File: config.mk
export PLATFORM = sky130hd
export DESIGN_NAME = io_bank
export DESIGN_NICKNAME = d
export VERILOG_FILES = /design/src/rtl/io_bank_pkg.sv /design/src/rtl/io_bank.sv
export SDC_FILE = /design/constraint.sdc
export NUM_CORES = 1
export LEC_CHECK = 0
export ABC_AREA = 1
export BUFFER_PORTS_ARGS = -buffer_cell sky130_fd_sc_hd__buf_2
export CAP_MARGIN = 5
export CORE_MARGIN = 10
export CORE_UTILIZATION = 30
export DETAILED_ROUTE_END_ITERATION = 12
export PLACE_DENSITY = 0.48
export SKIP_CTS_REPAIR_TIMING = 1
export SKIP_LAST_GASP = 1
export SLEW_MARGIN = 10
export SYNTH_ARGS = -nofsm -noshare
export SYNTH_HDL_FRONTEND = slang
export SYNTH_SLANG_ARGS = --single-unit
export TNS_END_PERCENT = 30
File: constraint.sdc
create_clock -name clk -period 6.2 [get_ports clk]
set_clock_uncertainty 0.15 [all_clocks]
set_input_delay 0.31 -clock clk [delete_from_list [all_inputs] [get_ports clk]]
set_output_delay 0.31 -clock clk [all_outputs]
set_load 0.05 [all_outputs]
File: src/rtl/io_bank_pkg.sv
// constants and register map for the six-port bidirectional io bank
package io_bank_pkg;
   localparam int PORT_COUNT = 6;
   localparam int PORT_WIDTH = 8;
   localparam int ADDR_WIDTH = 5;
   localparam int REGS_PER_PORT = 3;
   // register offsets, three per port: data, direction, option
   localparam logic [4:0] PORT_A_DATA_OFS = 5'h00;
   localparam logic [4:0] PORT_A_DIRECTION_OFS = 5'h01;
   localparam logic [4:0] PORT_A_OPTION_OFS = 5'h02;
   localparam logic [4:0] PORT_B_DATA_OFS = 5'h03;
   localparam logic [4:0] PORT_B_DIRECTION_OFS = 5'h04;
   localparam logic [4:0] PORT_B_OPTION_OFS = 5'h05;
   localparam logic [4:0] PORT_C_DATA_OFS = 5'h06;
   localparam logic [4:0] PORT_C_DIRECTION_OFS = 5'h07;
   localparam logic [4:0] PORT_C_OPTION_OFS = 5'h08;
   localparam logic [4:0] PORT_D_DATA_OFS = 5'h09;
   localparam logic [4:0] PORT_D_DIRECTION_OFS = 5'h0A;
   localparam logic [4:0] PORT_D_OPTION_OFS = 5'h0B;
   localparam logic [4:0] PORT_E_DATA_OFS = 5'h0C;
   localparam logic [4:0] PORT_E_DIRECTION_OFS = 5'h0D;
   localparam logic [4:0] PORT_E_OPTION_OFS = 5'h0E;
   localparam logic [4:0] PORT_F_DATA_OFS = 5'h0F;
   localparam logic [4:0] PORT_F_DIRECTION_OFS = 5'h10;
   localparam logic [4:0] PORT_F_OPTION_OFS = 5'h11;
   // extra control registers placed after the port map
   localparam logic [4:0] SENSE_OFS = 5'h12;
   localparam logic [4:0] IRQ_STATUS_OFS = 5'h13;
   localparam logic [4:0] IRQ_MASK_OFS = 5'h14;
   localparam logic [4:0] LAST_PORT_OFS = PORT_F_OPTION_OFS;
   // reset values
   localparam logic [7:0] PORT_REG_RESET = 8'h00;
   localparam logic [1:0] SENSE_RESET = 2'h0;
   localparam logic [1:0] IRQ_RESET = 2'h0;
   // interrupt-capable pin: bit 3 of port A and of port B
   localparam int IRQ_PIN_BIT = 3;
   localparam int IRQ_PORT_A = 0;
   localparam int IRQ_PORT_B = 1;
   localparam int IRQ_LINES = 2;
   // sensitivity encoding per line
   localparam logic [1:0] SENSE_FALL_LOW = 2'h0;
   localparam logic [1:0] SENSE_RISE = 2'h1;
   localparam logic [1:0] SENSE_FALL = 2'h2;
   localparam logic [1:0] SENSE_BOTH = 2'h3;
endpackage

File: src/rtl/io_bank.sv
// six-port bidirectional io bank with pin interrupts and wake-up
`timescale 1ns/1ps

// Functional notes
// RULE1: bit n of each data, direction and option register belongs to pin n.
// RULE2: reading data of an input pin returns the synchronised pin level.
// RULE3: an output pin is driven from the latch and reads back the latch.
// RULE4: interrupt pins of one vector are detected by sensitivity then ORed.
// RULE5: software keeps alternate functions off pins set as interrupt input.
// RULE6: software sets analog pins to floating input before conversion.
// RULE7: software changes direction and option only along safe transitions.
// RULE8: in wait the ports run unchanged and a pin interrupt exits wait.
// RULE9: in halt the ports hold state and a pin interrupt exits halt.
// RULE10: a pin interrupt needs interrupt input mode and a clear cpu mask.
// RULE11: the pin interrupt has no event flag and wakes from wait and halt; here each line also sets a sticky status flag at IRQ_STATUS_OFS.
// RULE12: dir 0 gives floating or pull-up input, dir 1 open-drain or push-pull.
// RULE13: pins three of ports a and b with option 1 are floating interrupt in.
// RULE14: all port registers clear to zero on reset.
// RULE15: ports map as consecutive data, direction, option triples from a to f.
// RULE16: a register write acts on the pins from the next clock edge; here the pads follow the register one edge later, two edges after the write.
module io_bank
   import io_bank_pkg::*;
#(
   parameter int PW = io_bank_pkg::PORT_WIDTH
) (
   input wire logic clk, // core clock
   input wire logic rst_n, // synchronous reset, active low
   input wire logic [io_bank_pkg::ADDR_WIDTH-1:0] addr, // register index
   input wire logic [7:0] wdata, // write data
   input wire logic wr, // write strobe
   input wire logic rd, // read strobe
   output logic [7:0] rdata, // read data, cycle after rd
   input wire logic [io_bank_pkg::PORT_COUNT*PW-1:0] pin_in, // pad levels
   output logic [io_bank_pkg::PORT_COUNT*PW-1:0] pin_out, // pad drive value
   output logic [io_bank_pkg::PORT_COUNT*PW-1:0] pin_oe, // pad drive enable
   output logic [io_bank_pkg::PORT_COUNT*PW-1:0] pin_pullup, // pull-up on
   input wire logic cpu_irq_masked, // cpu condition code mask set
   input wire logic [1:0] vector_fetch, // ack pulses per vector
   output logic [1:0] ext_irq_req, // request per vector to cpu
   output logic wake_req, // exit wait or halt
   output logic irq // masked status interrupt
);
   import io_bank_pkg::*;

   localparam int NP = PORT_COUNT;
   localparam int NB = NP * PW;

   typedef struct packed {
      logic [NP-1:0][PW-1:0] data;
      logic [NP-1:0][PW-1:0] dir;
      logic [NP-1:0][PW-1:0] opt;
      logic [NB-1:0] sync1;
      logic [NB-1:0] sync2;
      logic [IRQ_LINES-1:0] irq_prev;
      logic [IRQ_LINES-1:0][1:0] sense;
      logic [IRQ_LINES-1:0] pend;
      logic [IRQ_LINES-1:0] status;
      logic [IRQ_LINES-1:0] mask;
      logic [7:0] rdata;
      logic [NB-1:0] out;
      logic [NB-1:0] oe;
      logic [NB-1:0] pull;
      logic [IRQ_LINES-1:0] req;
      logic wake;
      logic irq;
   } state_type;

   state_type s_q, s_d;

   // true where a pin is interrupt capable
   function automatic logic is_irq_pin(input int p, input int b);
      return (p == IRQ_PORT_A || p == IRQ_PORT_B) && b == IRQ_PIN_BIT;
   endfunction

   // detection of one line from its sensitivity
   function automatic logic detect(input logic [1:0] sn, input logic now,
                                   input logic prev);
      unique case (sn)
         SENSE_FALL_LOW: return !now;
         SENSE_RISE: return now && !prev;
         SENSE_FALL: return !now && prev;
         SENSE_BOTH: return now != prev;
      endcase
   endfunction

   logic [IRQ_LINES-1:0] irq_level;
   logic [IRQ_LINES-1:0] irq_en;
   logic [IRQ_LINES-1:0] hit;
   logic [2:0] port_sel;
   logic [1:0] reg_sel;
   logic in_map;

   // decode index into port and register kind
   always_comb begin
      port_sel = 3'(addr / REGS_PER_PORT);
      reg_sel = 2'(addr % REGS_PER_PORT);
      in_map = addr <= LAST_PORT_OFS; // [RULE15]
   end

   // interrupt enable and edge or level detection per line
   always_comb begin
      for (int i = 0; i < IRQ_LINES; i++) begin
         irq_level[i] = s_q.sync2[i*PW + IRQ_PIN_BIT];
         // dir 0 with option 1 on pin three selects interrupt input
         irq_en[i] = !s_q.dir[i][IRQ_PIN_BIT] &&
                     s_q.opt[i][IRQ_PIN_BIT]; // [RULE13] [RULE11]
         hit[i] = irq_en[i] &&
                  detect(s_q.sense[i], irq_level[i], s_q.irq_prev[i]);
      end
   end

   // next state
   always_comb begin
      s_d = s_q;
      // two-flop synchroniser; stage one feeds only stage two
      s_d.sync1 = pin_in;
      s_d.sync2 = s_q.sync1;
      s_d.irq_prev = irq_level;
      s_d.rdata = 8'h00;
      if (wr && in_map) begin
         unique case (reg_sel)
            2'd0: s_d.data[port_sel] = wdata; // [RULE1]
            2'd1: s_d.dir[port_sel] = wdata; // [RULE1]
            default: s_d.opt[port_sel] = wdata; // [RULE1]
         endcase
      end
      if (wr && addr == SENSE_OFS) begin
         s_d.sense[0] = wdata[1:0];
         s_d.sense[1] = wdata[3:2];
      end
      if (wr && addr == IRQ_MASK_OFS) begin
         s_d.mask = wdata[IRQ_LINES-1:0];
      end
      // request latch: cleared on fetch or sensitivity rewrite, set wins
      for (int i = 0; i < IRQ_LINES; i++) begin
         if (vector_fetch[i] || (wr && addr == SENSE_OFS)) begin
            s_d.pend[i] = 1'b0;
         end
         if (wr && addr == IRQ_STATUS_OFS && wdata[i]) begin
            s_d.status[i] = 1'b0;
         end
         if (hit[i]) begin
            s_d.pend[i] = 1'b1; // [RULE4]
            s_d.status[i] = 1'b1;
         end
      end
      // read data, one cycle after the strobe
      if (rd) begin
         if (in_map) begin
            unique case (reg_sel)
               2'd0: begin
                  for (int b = 0; b < PW; b++) begin
                     s_d.rdata[b] = s_q.dir[port_sel][b] ?
                        s_q.data[port_sel][b] : // [RULE3]
                        s_q.sync2[port_sel*PW + b]; // [RULE2]
                  end
               end
               2'd1: s_d.rdata = s_q.dir[port_sel];
               default: s_d.rdata = s_q.opt[port_sel];
            endcase
         end else if (addr == SENSE_OFS) begin
            s_d.rdata = {4'h0, s_q.sense[1], s_q.sense[0]};
         end else if (addr == IRQ_STATUS_OFS) begin
            s_d.rdata = {6'h00, s_q.status};
         end else if (addr == IRQ_MASK_OFS) begin
            s_d.rdata = {6'h00, s_q.mask};
         end
      end
      // pad controls follow registers one edge later; low power untouched
      for (int p = 0; p < NP; p++) begin
         for (int b = 0; b < PW; b++) begin
            s_d.out[p*PW+b] = s_q.data[p][b]; // [RULE3] [RULE16]
            // push-pull drives both levels, open drain only the low
            s_d.oe[p*PW+b] = s_q.dir[p][b] &&
               (s_q.opt[p][b] || !s_q.data[p][b]); // [RULE12] [RULE8]
            s_d.pull[p*PW+b] = !s_q.dir[p][b] && s_q.opt[p][b] &&
               !is_irq_pin(p, b); // [RULE12] [RULE13] [RULE9]
         end
      end
      // cpu mask gates requests; wake ignores it so halt can exit
      s_d.req = s_q.pend & {IRQ_LINES{!cpu_irq_masked}}; // [RULE10]
      s_d.wake = |s_q.pend; // [RULE8] [RULE9] [RULE11]
      s_d.irq = |(s_q.status & s_q.mask);
      if (!rst_n) begin
         s_d = '0; // [RULE14]
         s_d.data = {NP{PORT_REG_RESET}};
         s_d.dir = {NP{PORT_REG_RESET}};
         s_d.opt = {NP{PORT_REG_RESET}};
      end
   end

   // single state register
   always_ff @(posedge clk) begin
      s_q <= s_d;
   end

   assign rdata = s_q.rdata;
   assign pin_out = s_q.out;
   assign pin_oe = s_q.oe;
   assign pin_pullup = s_q.pull;
   assign ext_irq_req = s_q.req;
   assign wake_req = s_q.wake;
   assign irq = s_q.irq;
endmodule // io_bank

Yosys cells after proc, flatten, opt, wreduce, memory -nomap -nowiden
Index checks and enable logic that the tools add are counted.
{"block": "word_totals", "output_inout_bits": 156, "register_bits": 408}
{"block": "classes", "n_reduce_logical": 274, "n_lt_le_gt_ge": 11, "eq_ne": 12, "n_bitwise": 3, "n_mux": 50, "div_mod_pow": 2, "add_sub_neg": 7}
{"op": "$bwmux W48", "n": 3}
{"op": "$logic_and A1 B1 Y1", "n": 109}
{"op": "$logic_not A1 Y1", "n": 101}
{"op": "$bmux W8 S3", "n": 3}
{"op": "$mux W8", "n": 7}
{"op": "$logic_or A1 B1 Y1", "n": 50}
{"op": "$lt A7 B7 Y1 const B", "n": 7}
{"op": "$bmux W1 S6", "n": 7}
{"op": "$div A5 B2 Y32 const B", "n": 1}
{"op": "$mod A5 B2 Y32 const B", "n": 1}
{"op": "$add A6 B3 Y7 const B", "n": 4}
{"op": "$demux W8 S3", "n": 1}
{"op": "$mux W1", "n": 24}
{"op": "$pmux W8 S2", "n": 1}
{"op": "$eq A5 B5 Y1 const B", "n": 3}
{"op": "$add A6 B2 Y7 const B", "n": 2}
{"op": "$eq A2 B2 Y1 const B", "n": 4}
{"op": "$pmux W1 S4", "n": 2}
{"op": "$reduce_and A2 Y1", "n": 4}
{"op": "$reduce_bool A2 Y1", "n": 4}
{"op": "$add A6 B1 Y7 const B", "n": 1}
{"op": "$lt A6 B7 Y1 const B", "n": 1}
{"op": "$eq A2 B1 Y1 const B", "n": 3}
{"op": "$logic_not A2 Y1", "n": 3}
{"op": "9 further kinds", "n": 13}

Depth between registers and ports, before layout
{"block": "logic_depth", "word_depth": 7, "depth_mapped": 34, "mapped_depth_nobuf": 32}

Worst setup path after synthesis
No wires, ideal clock.
{"block": "synth_timing", "path_kind": "input -> register", "from": "input addr[3] (netlist name)", "to": "register s_q[365] (netlist name)", "setup_ps": 117, "t_arrival_ps": 3557, "cell_stages": 31, "n_path_buf": 5, "path_slack_ps": 2376, "path_cell_list": "buf_2 -> clkbuf_1 -> ha_1 -> inv_1 -> nand3_1 -> nand2_2 -> nand3_1 -> nand2_2 -> inv_2 -> ha_1 -> inv_1 -> nand3_2 -> inv_2 -> nand3_2 -> inv_2 -> nand2_1 -> and2_1 -> inv_1 -> ha_1 -> inv_1 -> nand3_4 -> buf_6 -> nand2_1 -> nand2_2 -> inv_2 -> nor2_4 -> buf_6 -> nand3_2 -> buf_4 -> o21ai_1 -> a21oi_1"}
{"block": "synth_between", "elab_chain_cells": 6, "elab_cells_between_ends": 12, "classes_between": "div (2); order compare (3); mux (3); reduce/logical (4)"}
{"element": "start, declared", "line": "io_bank.sv:28", "text": "input wire logic [io_bank_pkg::ADDR_WIDTH-1:0] addr,"}
{"element": "$div A5 B2 Y32", "line": "io_bank.sv:95", "text": "port_sel = 3'(addr / REGS_PER_PORT);"}
{"element": "$lt A3 B4 Y1 (implied by the code) or $ge A3 B1 Y1 (tied branches)", "line": "io_bank.sv:122", "text": "2'd0: s_d.data[port_sel] = wdata;"}
{"element": "$logic_and A1 B1 Y1 (implied by the code)", "line": "io_bank.sv:122"}
{"element": "$mux W8 (implied by the code)", "line": "io_bank.sv:122"}
{"element": "$demux W8 S3", "line": "io_bank.sv:122"}
{"element": "$bwmux W48", "line": "io_bank.sv:122"}
{"element": "end signal, assigned", "line": "io_bank.sv:194", "text": "s_q <= s_d;"}
{"element": "end, declared", "line": "io_bank.sv:68", "text": "state_type s_q, s_d;"}
Parallel ways exist; a longest one is shown, timed or not.
A chain may end at the register's enable or synchronous reset.

Worst setup path after layout
{"block": "layout_timing", "from": "input addr[4] (netlist name)", "to": "register s_q[391] (netlist name)"}
The elaborated chain is that of the path after synthesis.

==> results list <==
* Run status: finished clean
- Clock net sink count: 406
- Wire length of the first global-routing pass: between 80 and 90 mm
- Number of cell instances on the worst register-to-register path: 8
- Min-Delay Path Class: input port to flip-flop
- Placed wire-length estimate after detailed placement: 41.9 mm
* Mean Syn Cell Area: about 7.3 um2
- The biggest area contributor in the post-synthesis netlist is dfxtp_1.
* Register area share after synthesis: 48.4%
* Worst setup SP type: input port
- Static timing analysis puts the maximum clock frequency at between 0.2 and 0.25 GHz.
- Number of buffers inserted during clock tree synthesis: 45
* Reg clk slew, reported paths: 0.07 ns
- Htree depth: 2
* Number of flops mapped to enable cells by yosys: 0
- The setup path with the least slack is of type input port to flip-flop.
- Area share of the leading cell type in the synthesized netlist: 48.4%
* Fraction of final layout cells with drive strength greater than 1: 15.6%
* Area growth from synthesis to layout: 16.2%
- Final critical-path required period: about 4.6 ns
* Vertical die dimension: 256 um
* Initial core utilization: between 30% and 40%
* Hold Vio Cnt, Final: 0
- Number of antenna violations at the first check in global routing: 4
* Number of distinct library cell variants in the gate-level netlist after synthesis: 32
- Kind of capture point of the worst setup path: flip-flop
* Largest voltage drop on the vdd net: 0.171 mV
- Clock tree from TritonCTS: built
- Number of port buffers: 221
- The region available for standard cell placement spans 0.0552 mm2.
- Final net count: roughly 2400
- After the first detailed-routing iteration, the DRC count stood at 1108.
* Register-to-register setup slack: 4.26 ns
* Reported leakage power: a little under 0.01 uW
- Placed insts: 3020
- Via density per instance: roughly 4.4
* FILL cells: between 5000 and 6000
- Sequential cell area in the final layout: 0.00813 mm2
* Max layer used: met5
- CP max FO: 28
- All-layer global routing usage: 16.7%
- Reported max-cap violation count: 0
- Summing all multi-input logic gate instances after layout gives between 0.005 and 0.006 mm2.
* Setup repair after global routing missed its margin: no
- The most critical setup path has its startpoint at addr[4].
* Transition time of the tightest slew-check pin: ~1.2 ns
* Non-filler instance count after layout: between 3000 and 4000
- Amount of wire on met2 after detailed routing: 26.1 mm
- In this run the deepest clock path goes through 3 buffers.
* Power per standard cell area: 318 mW/mm2
* Insertion delay of the later-clocked pin in the worst-skew pair: 0.59 ns
- Post-synthesis cell count: roughly 2300
* Number of synthesis warnings: 0
- Largest cells by area after synthesis: dfxtp_1 48%, nand2_1 11%, inv_1 7.5%
* Final setup violation count: 0
- Fin. max-slew vios: 0
- Average wire per cell in the routed design: 17.9 um
- In this run the count of I/O pins placed on the die edge is about 220.
- Entering global routing, the biggest net connects 132 pins.
- The critical path ends at s_q[391]$_SDFFE_PN0P_.
* Number of rows in the core area: 86
* FF+latch count, synth: 406
* Number of global-route vias before repair: 13701
- Data on the critical path arrives at its endpoint at about 5.0 ns.
* Hold Worst Slack: 0.0773 ns
- After detailed routing, the number of remaining DRC violations is 0.
- Placer's final routability congestion estimate: 0.915
- Met3 WL: 3.37 mm
- Worst r2r src: s_q[407]$_SDFFE_PN0P_
* Router iterations before antenna repair: 5
- Of all flip-flops after synthesis, the portion carrying an async set or reset was 0%.
- The most used flip-flop cell after synthesis is dfxtp_1.
- Data on the critical path is required at its endpoint by 6.56 ns.
- The floorplan step defined a die boundary enclosing ~0.066 mm2.
* CTS root buf: clkbuf_16
- R2r endpoint: rdata[7]$_SDFF_PN0_
* Post-Route M1 WL: 25.4 mm
* N_diodes: 0
- The final route contains 14010 vias.
* Normalized max-slew margin: between 10% and 20%
- Die width: 256 um
- Setup total negative slack on the finished layout was measured at 0 ns.
- Final ANT Viol Nets: 0
- Dividing the final minimum period by the clock period gives 74.1%.
- Total routed wirelength: 56.5 mm
- The total overflow left after global routing is 0.
* Area of the mapped netlist: between 0.015 and 0.02 mm2
how the worst min path moves through the flow:
stage	startpoint	to	cells after the start
global route	addr[0]	rdata[2]$_SDFF_PN0_	4
CTS	cpu_irq_masked	ext_irq_req[0]$_SDFF_PN0_	2
finish	addr[0]	rdata[2]$_SDFF_PN0_	4
global placement	s_q[222]$_SDFF_PN0_	s_q[174]$_SDFF_PN0_	2
detailed placement	s_q[226]$_SDFF_PN0_	s_q[178]$_SDFF_PN0_	2
floorplan	cpu_irq_masked	ext_irq_req[0]$_SDFF_PN0_	1
critical path, stage by stage:
cell and delay (ns):
buf_2 0.15, ha_1 0.21, inv_1 0.09, nand3_4 0.17, nand2_4 0.32, nand2_2 0.11
nand2_2 0.10, inv_2 0.05, ha_1 0.20, inv_1 0.07, nand3_2 0.08, inv_2 0.10
nand3_2 0.12, nand2_1 0.07, and2_1 0.18, inv_1 0.06, ha_1 0.21, inv_1 0.29
nand3_4 0.30, clkinv_2 0.23, nand2_1 0.09, nand2_2 0.13, inv_2 0.06, nor2_4 0.37
nand3_1 0.43, inv_1 0.26, nor2_1 0.06, nor2_1 0.11
power by group:
group          switching (uW)  internal (uW)
Sequential               32.3           2670
Combinational             500            188
Clock                    1130           1690
Total                    1660           4540
routing by layer:
layer,GRT usage [%],vias up
met5,0,-
met4,5.24,4
met3,3.31,89
met2,27.2,477
met1,21.8,6454
li1,-,6986
logic make-up (layout without fill, tap and decap cells):
kind of cell | Yosys count | after routing | share of synthesized area, %
and+or+nand+nor | 966 | 966 | 24.6
buffers and inverters | 613 | 735 | 17.4
other | 1 | 2 | 0.0224
DFF | 406 | 406 | 48.4
AOI/OAI and AO/OA | 292 | 292 | 8.95
adders and majority gates | 7 | 7 | 0.522
per-stage QoR:
step	total power (uW)	worst slack, ns	utilization [%]	cell area, um2
2_1_floorplan	3200	2.38	-	16800
3_3_place_gp	3420	1.28	31.5	17400
3_5_place_dp	3420	1.11	31.5	17400
4_1_cts	6250	1.72	34.4	19000
5_1_grt	6470	1.28	35.3	19500
6_report	6210	1.61	35.3	19500
layout by cell type, fill, tap and decap left out, types with 10 or more instances in the layout:
cell type	instances
nand4_1	19
o21ai_0	158
dfxtp_1	406
clkbuf_1	10
inv_2	23
inv_1	335
a21oi_1	78
nor3_1	19
nor2_4	10
a211oi_1	10
buf_2	220
nand3_1	95
nand2_1	493
buf_4	18
nor2_1	292
nand3b_1	12
clkbuf_16	45
dlygate4sd3_1	52
o21ai_1	43
registers in the layout, indices dropped and copies added, names as in the netlist, 2 cells and up:
name / cells
pin_out: 48
pin_pullup: 46
rdata: 8
pin_oe: 48
irq_level: 2
s_q: 250
ext_irq_req: 2
synth_stat cells, types with 6 or more instances:
| cell | n |
|---|---|
| nor2_1 | 292 |
| inv_2 | 23 |
| nand2_1 | 493 |
| a21oi_1 | 79 |
| buf_4 | 155 |
| o21ai_1 | 43 |
| nor3_1 | 19 |
| clkbuf_1 | 73 |
| o21ai_0 | 158 |
| nand3b_1 | 12 |
| ha_1 | 7 |
| nand3_1 | 95 |
| inv_1 | 335 |
| dfxtp_1 | 406 |
| nand2_2 | 6 |
| nand3_2 | 6 |
| a211oi_1 | 10 |
| nor2_4 | 10 |
| buf_2 | 10 |
| nand4_1 | 19 |
| buf_1 | 12 |
area by class of cell:
| cell class | count | area share, % |
|---|---|---|
| flip-flops and latches | 406 | 41.7 |
| well taps | 748 | 4.80 |
| multi-input cells | 1267 | 29.4 |
| repair buffers | 292 | 9.18 |
| inverters | 359 | 6.92 |
| clock buffers | 62 | 6.46 |
| clock inverters | 22 | 1.55 |
(Power assumes the default switching activity.)
